$ cat config.mk
export PLATFORM = sky130hd
export DESIGN_NAME = sdram_addr_mux_read_capture
export DESIGN_NICKNAME = d
export VERILOG_FILES = /design/src/sdram_mux_pkg.sv /design/src/sdram_addr_mux_read_capture.sv /design/src/lane_capture.sv
export VERILOG_INCLUDE_DIRS = /design/src /design/src/src
export SDC_FILE = /design/constraint.sdc
export NUM_CORES = 1
export LEC_CHECK = 0
export ABC_AREA = 1
export BUFFER_PORTS_ARGS = -buffer_cell sky130_fd_sc_hd__buf_2
export CAP_MARGIN = 40
export CORE_UTILIZATION = 52
export CTS_CLUSTER_SIZE = 16
export DETAILED_ROUTE_END_ITERATION = 7
export PLACE_DENSITY = 0.83
export SETUP_SLACK_MARGIN = 0.15
export SLEW_MARGIN = 5
export SYNTH_ARGS = -nofsm -noshare
export SYNTH_HDL_FRONTEND = slang
export SYNTH_HIERARCHICAL = 1
export SYNTH_SLANG_ARGS = --single-unit
$ cat constraint.sdc
create_clock -name ref_clk -period 6.2 [get_ports ref_clk]
set_input_delay 0.31 -clock ref_clk [delete_from_list [all_inputs] [get_ports ref_clk]]
set_output_delay 0.31 -clock ref_clk [all_outputs]
set_load 0.05 [all_outputs]
$ cat src/sdram_mux_defs.svh
// constants for the memory address multiplexer and read capture block
// assumes inclusion by src files only; definitions only
`ifndef SDRAM_MUX_DEFS_SVH
`define SDRAM_MUX_DEFS_SVH

`define ROW_BITS        13
`define COL_BITS        12
`define BANK_BITS       2
`define CS_COUNT        4
`define DATA_BITS       32
`define LANE_COUNT      4
`define GEOM_LIMIT      24
`define MAX_CLK_KHZ     133000
`define REF_CLK_KHZ     50000
`define REF_PERIOD_PS   20000
`define QUARTER_PS      (`REF_PERIOD_PS / 4)
`define QUARTER_CYCLES  ((`QUARTER_PS + `REF_PERIOD_PS - 1) / `REF_PERIOD_PS)
`define COL_LOW_LSB     2
`define BANK_LSB        10
`define ROW_LSB         12
`define EXTRA_LSB       24
`define AUTO_PRE_BIT    10
`define SHARED_CS_LSB   2

`endif

$ cat src/sdram_mux_pkg.sv
// types shared by the multiplexer, the far side model and the bench
// assumes sdram_mux_defs.svh is on the include path
`include "sdram_mux_defs.svh"
package sdram_mux_pkg;
    typedef enum logic [0:0] {
        TECH_SDR = 1'b0,
        TECH_DDR = 1'b1
    } mem_tech_t;

    typedef enum logic [1:0] {
        GEOM_R12_C8  = 2'b00,
        GEOM_R12_CX  = 2'b01,
        GEOM_R13_C8  = 2'b10,
        GEOM_R13_CX  = 2'b11
    } geom_t;

    typedef logic [`ROW_BITS-1:0]  row_addr_t;
    typedef logic [`COL_BITS-1:0]  col_addr_t;
    typedef logic [`DATA_BITS-1:0] word_t;
endpackage : sdram_mux_pkg

$ cat src/sdram_addr_mux_read_capture.sv
// address multiplexer and read capture of the memory side of the controller
// assumes internal bus on ref_clk; strobe and data pins come from the board
// What this block does
// - one memory technology, sdr or ddr, is served at a time
// - memory clock at most 133 MHz; ddr moves data on both edges
// - outputs 13 row, 12 column, 2 bank lines and 4 chip selects
// - two memory chip selects share pins with local bus selects
// - memory data bus is fixed at 32 bits
// - row plus column address bits stay below 24; the block still maps 24 or more and only raises geometryFault
// - one chip select reaches at most 2^26 words of 32 bits
// - module enable latches internal address bits 27 to 2
// - fixed fields: bits 9-2 column, 11-10 bank, 23-12 row
// - bits 27-24 carry extra row or column bits per geometry
// - each lane samples data a quarter clock after its strobe edge
// - in sdr mode the block drives its own looped back read strobe
`timescale 1ns/1ps
`default_nettype none
`include "sdram_mux_defs.svh"
module sdram_addr_mux_read_capture
    import sdram_mux_pkg::*;
(
    input  wire logic                   ref_clk,
    input  wire logic                   rst,
    input  wire sdram_mux_pkg::mem_tech_t memTech,
    input  wire sdram_mux_pkg::geom_t   geometry,
    input  wire logic [1:0]             extraCols,
    input  wire logic                   moduleEnable,
    input  wire logic [31:0]            internalAddr,
    input  wire logic [1:0]             chipSelectReq,
    input  wire logic [1:0]             sharedPinForMemory,
    input  wire logic                   localBusCs2,
    input  wire logic                   localBusCs3,
    input  wire logic                   readActive,
    input  wire logic [3:0]             byte_lane_strobe_inputs,
    input  wire logic [31:0]            memDataIn,
    output sdram_mux_pkg::row_addr_t    row_addr,
    output sdram_mux_pkg::col_addr_t    col_addr,
    output logic [1:0]                  bankAddr,
    output logic [3:0]                  memChipSelect_n,
    output logic [1:0]                  sharedCsPin_n,
    output logic                        sdr_loopback_read_strobe,
    output sdram_mux_pkg::word_t        readData,
    output logic [3:0]                  readLaneValid,
    output logic                        geometryFault
);
    import sdram_mux_pkg::*;

    logic [25:0] addrHeld;
    logic [1:0]  csHeld;
    logic        addrValid;
    logic [3:0]  strobeMeta;
    logic [3:0]  strobeSync;
    word_t       dataMeta;
    word_t       dataSync;
    logic        ddrMode;
    logic        strobeToggle;
    logic [7:0]  laneBytes [4];
    row_addr_t   next_row;
    col_addr_t   next_col;
    logic [4:0]  rowCount;
    logic [4:0]  colCount;

    // column field: low byte fixed, bit 10 forced low for auto precharge
    function automatic col_addr_t map_col(input logic [25:0] a, input geom_t g,
                                          input logic [1:0] x);
        col_addr_t c;
        logic      r13;
        c = '0;
        r13 = g[1];
        c[7:0] = a[7:0];
        if (!r13) begin
            c[8] = a[22];
            if (g[0]) begin
                c[9] = a[23];
                c[11] = (x != 2'b00) ? a[24] : 1'b0;
                c[12-1] = c[11];
                if (x == 2'b10) begin
                    c[11] = a[24];
                end
            end
        end else if (g[0]) begin
            c[8] = a[23];
            c[9] = (x != 2'b00) ? a[24] : 1'b0;
            c[11] = (x == 2'b10) ? a[25] : 1'b0;
        end
        c[`AUTO_PRE_BIT] = 1'b0;
        return c;
    endfunction : map_col

    // width of a geometry, shared by the fault check and the assertion below
    function automatic logic [4:0] col_width(input geom_t g, input logic [1:0] x);
        logic [4:0] w;
        w = 5'h08;
        if (g == GEOM_R12_CX) begin
            w = 5'h0a + {3'h0, x};
        end else if (g == GEOM_R13_CX) begin
            w = 5'h09 + {3'h0, x};
        end
        return w;
    endfunction : col_width

    assign ddrMode  = (memTech == TECH_DDR);
    assign rowCount = geometry[1] ? 5'h0d : 5'h0c;
    assign colCount = col_width(geometry, extraCols);

    // more than 23 row plus column bits would pass 2^26 words per select
    always_ff @(posedge ref_clk or posedge rst) begin
        if (rst) begin
            geometryFault <= 1'b0;
        end else begin
            geometryFault <= (rowCount + colCount) >= 5'(`GEOM_LIMIT);
        end
    end

    always_comb begin
        next_row = '0;
        next_row[11:0] = addrHeld[21:10];
        if (geometry[1]) begin
            next_row[12] = addrHeld[22];
        end
        next_col = map_col(addrHeld, geometry, extraCols);
    end

    always_ff @(posedge ref_clk or posedge rst) begin
        if (rst) begin
            addrHeld  <= 26'h0000000;
            csHeld    <= 2'h0;
            addrValid <= 1'b0;
        end else begin
            addrValid <= moduleEnable;
            if (moduleEnable) begin
                addrHeld <= internalAddr[27:`COL_LOW_LSB];
                csHeld   <= chipSelectReq;
            end
        end
    end

    always_ff @(posedge ref_clk or posedge rst) begin
        if (rst) begin
            row_addr <= '0;
            col_addr <= '0;
            bankAddr <= 2'h0;
        end else if (addrValid) begin
            row_addr <= next_row;
            col_addr <= next_col;
            bankAddr <= addrHeld[9:8];
        end
    end

    // chip select 2 and 3 pins carry either memory or local bus selects
    always_ff @(posedge ref_clk or posedge rst) begin
        if (rst) begin
            memChipSelect_n <= 4'hf;
            sharedCsPin_n   <= 2'h3;
        end else begin
            memChipSelect_n <= ~(addrValid ? (4'h1 << csHeld) : 4'h0);
            sharedCsPin_n[0] <= sharedPinForMemory[0] ?
                ~(addrValid && csHeld == 2'h2) : localBusCs2;
            sharedCsPin_n[1] <= sharedPinForMemory[1] ?
                ~(addrValid && csHeld == 2'h3) : localBusCs3;
        end
    end

    // pins are asynchronous to ref_clk, so two flops before any use
    always_ff @(posedge ref_clk or posedge rst) begin
        if (rst) begin
            strobeMeta <= 4'h0;
            strobeSync <= 4'h0;
            dataMeta   <= '0;
            dataSync   <= '0;
        end else begin
            strobeMeta <= byte_lane_strobe_inputs;
            strobeSync <= strobeMeta;
            dataMeta   <= memDataIn;
            dataSync   <= dataMeta;
        end
    end

    // sdr memories give no strobe; board loops this back with delay
    always_ff @(posedge ref_clk or posedge rst) begin
        if (rst) begin
            strobeToggle <= 1'b0;
        end else begin
            strobeToggle <= (!ddrMode && readActive) ? ~strobeToggle : 1'b0;
        end
    end
    assign sdr_loopback_read_strobe = strobeToggle;

    for (genvar lane = 0; lane < `LANE_COUNT; lane++) begin : g_lane
        lane_capture u_lane (
            .ref_clk    (ref_clk),
            .rst        (rst),
            .strobeSync (strobeSync[lane]),
            .dataSync   (dataSync[lane*8 +: 8]),
            .ddrMode    (ddrMode),
            .laneData   (laneBytes[lane]),
            .laneValid  (readLaneValid[lane])
        );
        assign readData[lane*8 +: 8] = laneBytes[lane];
    end

    addr_latch_a: assert property (@(posedge ref_clk) disable iff (rst)
        moduleEnable |=> addrHeld == $past(internalAddr[27:2]))
        else $error("address not latched on module enable");

    fixed_fields_a: assert property (@(posedge ref_clk) disable iff (rst)
        moduleEnable |=> ##1 bankAddr == $past(internalAddr[11:10], 2)
            && row_addr[11:0] == $past(internalAddr[23:12], 2)
            && col_addr[7:0] == $past(internalAddr[9:2], 2))
        else $error("fixed address fields wrong");

    row_extra_a: assert property (@(posedge ref_clk) disable iff (rst)
        addrValid && geometry[1] |=> row_addr[12] == $past(addrHeld[22]))
        else $error("row bit 12 not from address bit 24");

    col_extra_a: assert property (@(posedge ref_clk) disable iff (rst)
        addrValid && !geometry[1] |=> col_addr[8] == $past(addrHeld[22]))
        else $error("column bit 8 not from address bit 24");

    precharge_bit_a: assert property (@(posedge ref_clk) disable iff (rst)
        col_addr[10] == 1'b0)
        else $error("column bit 10 driven from address");

    one_select_a: assert property (@(posedge ref_clk) disable iff (rst)
        $countones(~memChipSelect_n) <= 1)
        else $error("more than one memory select active");

    sdr_strobe_a: assert property (@(posedge ref_clk) disable iff (rst)
        ddrMode |=> !sdr_loopback_read_strobe)
        else $error("loopback strobe toggles in ddr mode");

    sdr_toggle_a: assert property (@(posedge ref_clk) disable iff (rst)
        !ddrMode && readActive |=> sdr_loopback_read_strobe != $past(sdr_loopback_read_strobe))
        else $error("loopback strobe not toggling during sdr read");

    geom_fault_a: assert property (@(posedge ref_clk) disable iff (rst)
        (rowCount + colCount) < 5'd24 |=> !geometryFault)
        else $error("legal geometry flagged as fault");
endmodule : sdram_addr_mux_read_capture
`default_nettype wire

$ cat src/lane_capture.sv
// one byte lane read capture, delayed a quarter period after its strobe edge
// assumes strobe and data already synchronised to ref_clk
`timescale 1ns/1ps
`default_nettype none
`include "sdram_mux_defs.svh"
module lane_capture (
    input  wire logic       ref_clk,
    input  wire logic       rst,
    input  wire logic       strobeSync,
    input  wire logic [7:0] dataSync,
    input  wire logic       ddrMode,
    output logic      [7:0] laneData,
    output logic            laneValid
);
    logic       strobeLast;
    logic       edgeSeen;
    logic [7:0] dataHeld;

    // sdr sees only rising edges; ddr samples on both
    assign edgeSeen = ddrMode ? (strobeSync ^ strobeLast) : (strobeSync & ~strobeLast);

    always_ff @(posedge ref_clk or posedge rst) begin
        if (rst) begin
            strobeLast <= 1'b0;
        end else begin
            strobeLast <= strobeSync;
        end
    end

    // quarter period rounds up to one cycle at this clock
    always_ff @(posedge ref_clk or posedge rst) begin
        if (rst) begin
            dataHeld  <= 8'h00;
            laneData  <= 8'h00;
            laneValid <= 1'b0;
        end else begin
            dataHeld  <= dataSync;
            laneValid <= edgeSeen;
            if (edgeSeen) begin
                laneData <= dataHeld;
            end
        end
    end

    lane_delay_a: assert property (@(posedge ref_clk) disable iff (rst)
        edgeSeen |=> laneValid && laneData == $past(dataHeld))
        else $error("lane capture not one quarter step after strobe");
endmodule : lane_capture
`default_nettype wire

==> run_results.csv <==
group,metric,value,unit
layout,drive_gt1_frac,0.292,
detailed_routing,drc,0,
yosys,synthFlopType,"dfrtp_1",
critical_path,critPathKind,"reg2out",
detailed_routing,via_per_inst,4.78,
placed_design,port_buffers,146,
floorplanning,fp.dieH,116,microns
floorplanning,rows,41,
yosys,synth-async-reset-ratio,1.00,
yosys,synth_edf_count,0,
critical_path,worst-path-max-fanout,1,
power,leakagePower,4.46,nW
run_status,status,"finished, final reports clean",
layout,syn_to_final_growth,29.0,%
critical_path,cp_cell_sequence,"buf_2",
yosys,synth_area_leader_cell,"dfrtp_1",
critical_path,critPathCaptureType,"output port",
power,max-vdd-ir-drop,0.253,mV
yosys,synth_nets,620,
critical_path,max_stage_delay,510,ps
clock_tree,htreeDepth,1,
detailed_routing,met1_length,5240,microns
clock_tree,clock_latency,480,ps
yosys,syn_area,6790,sq um
grt,grt_overflow,0,
timing,fin_crit_sh,0.250,
timing,grt_setup_unrepaired,"no",
clock_tree,clock_path_buffers,3,
detailed_routing,finalWirelength,13300,microns
critical_path,crit_arrival,1240,ps
clock_tree,postCtsHoldBufs,37,
detailed_routing,wl_met3,904,microns
job,max_cap_viol_count,0,
placed_design,place_hpwl,8250,microns
clock_tree,numCtsBuffers,21,
critical_path,cp_num_buf_inv,1,
detailed_routing,drt_iter0_drc,221,
floorplanning,ios,154,
timing,setup_viol_count_final,0,
yosys,ys_ff_latch,207,
detailed_routing,wl_per_cell,14.6,microns
layout,nets,814,
timing,slew_headroom,0.436,
yosys,synth_most_common_cell,"dfrtp_1",
power,p_total,3.26,mW
timing,max_freq,646,MHz
floorplanning,die-area,13500,sq um
floorplanning,initial_utilization,0.536,
critical_path,cp.required,5890,ps
detailed_routing,top_layer,"met4",
layout,final_cell_area,8760,sq um
grt,grt_pass1_wl,21100,microns
detailed_routing,first_pass_iters,4,
grt,grt_max_degree,82,
yosys,synthTopCellsByCount,"dfrtp_1 (201), nand2_1 (95), nand3_1 (69)",
timing,hold_viol,0,
clock_tree,clockRootBuffer,"clkbuf_16",
critical_path,cp-start-kind,"flop",
critical_path,crit_path_top_delay_cell,"dfstp_2",
layout,n_antenna_cell,0,
timing,worst_clock_skew,18.6,ps
floorplanning,coreArea,12700,sq um
yosys,synth_cell_type_count,24,
detailed_routing,drtAntennaViolNets,0,
detailed_routing,wl_met2,7020,microns
clock_tree,postCtsSetupRepairBufs,0,
yosys,synthCells,530,
power,p_per_area,372,nW/um^2
clock_tree,clk_pin_slew_worst_paths,60,ps
critical_path,crit_family,"flip-flops",
grt,grt_pass1_vias,4516,
timing,post-route-min-period,1550,ps
timing,slew_viol_final,0,
layout,n_fill_cell,921,
yosys,yosys.area.top_type_share,0.741,
yosys,ys.warnings.count,6,
yosys,avgSynthCellArea,12.8,sq um
clock_tree,cts_tree,"built",
placed_design,gp_congestion,0.751,
yosys,yosysSeqAreaShare,0.764,
timing,tightest_slew,845,ps
clock_tree,clkSinkCount,207,
floorplanning,die_w,116,microns
grt,antenna_found_initial,0,
detailed_routing,route.vias.total,4356,
timing,tns,0,ps
clock_tree,cts_resized,0,
grt,grt_usage,0.202,
placed_design,dpl-instance-area,7680,sq um
worst_hold_path,hp-class,"in2reg",
yosys,synth.area.top_cells,"dfrtp_1 (74%), nand2_1 (5.3%), nand3_1 (5.1%)",
registers in the layout, indices dropped and copies added (netlist names), 11 cells and up:
| signal | flops |
|---|---|
| dataMeta | 32 |
| dataSync | 32 |
| g_lane.u_lane/dataHeld | 32 |
| g_lane.u_lane/laneData | 32 |
| addrHeld | 26 |
| row_addr | 13 |
| col_addr | 11 |
final cells by class:
type | instances | area, sq um | area share
multi-input cells | 256 | 1310 | 0.150
repair buffers | 184 | 1130 | 0.129
inverters | 54 | 210 | 0.0240
flip-flops and latches | 207 | 5190 | 0.592
clock buffers | 31 | 613 | 0.0700
clock inverters | 7 | 95.1 | 0.0109
well taps | 172 | 215 | 0.0246
metrics by stage:
| step | util | cells | setup WS (ps) | hold WS (ps) |
|---|---|---|---|---|
| after floorplan | - | 530 | 2290 | 249 |
| after global placement | 0.604 | 835 | 4730 | 332 |
| after detailed placement | 0.606 | 836 | 4700 | 335 |
| final | 0.691 | 911 | 4650 | 31.5 |
| after CTS | 0.691 | 911 | 4640 | 17.4 |
| after global routing | 0.691 | 911 | 4620 | 33.6 |
report_power, final:
part	internal (mW)	switching (mW)
Sequential	1.46	0.0499
Clock	0.771	0.488
Combinational	0.123	0.363
placed cells by master (no fill, tap or decap), types with 2 or more instances in the layout:
cell type and n:
inv_1 48, ha_1 7, a21oi_1 3, inv_6 2
buf_2 146, clkbuf_1 5, o21ai_0 43, bufinv_16 2
dlygate4sd3_1 37, nor2_1 7, dfstp_2 6, inv_2 4
nand3_1 69, o21ai_2 2, o21ai_1 5, nand2_4 8
clkbuf_8 5, nand2_2 9, clkinv_2 2, clkbuf_16 21
mux2_2 4, nand2_1 95, dfrtp_1 201
worst min-delay path, stage by stage:
cell and delay, ps:
buf_2 70, nand2_1 40, o21ai_0 60
worst paths after layout:
check	slack (ps)	depth (start not counted)	endpoint	start
setup reg to reg	4970	2	row_addr[3]$_DFFE_PP0P_	addrValid$_DFF_PP0_
hold / removal	30	3	addrHeld[14]$_DFFE_PP0P_	internalAddr[16]
max in group asynchronous	4940	4	row_addr[3]$_DFFE_PP0P_	rst
min in group asynchronous	500	3	dataMeta[1]$_DFF_PP0_	rst
setup / recovery	4650	1	sharedCsPin_n[0]	sharedCsPin_n[0]$_DFF_PP1_
hold reg to reg	340	0	g_lane[0].u_lane/dataHeld[6]$_DFF_PP0_	dataSync[6]$_DFF_PP0_
cells by family (layout without fill, tap and decap cells):
group / count (synthesis) / after routing / share of synthesized area
adder cells (fa/ha/maj): 7 / 7 / 0.0129
AND/OR/NAND/NOR: 190 / 190 / 0.131
AO/OA/AOI/OAI: 54 / 54 / 0.0420
flip-flops: 207 / 207 / 0.764
buffers and inverters: 67 / 276 / 0.0429
other: 1 / 1 / 0.000552
multiplexers: 4 / 4 / 0.00663
per-layer routing:
layer	vias to the layer above	global-route usage
li1	2070	-
met1	2134	0.231
met2	134	0.369
met3	18	0.0571
met4	0	0.0564
met5	-	0
(Power assumes the default switching activity.)
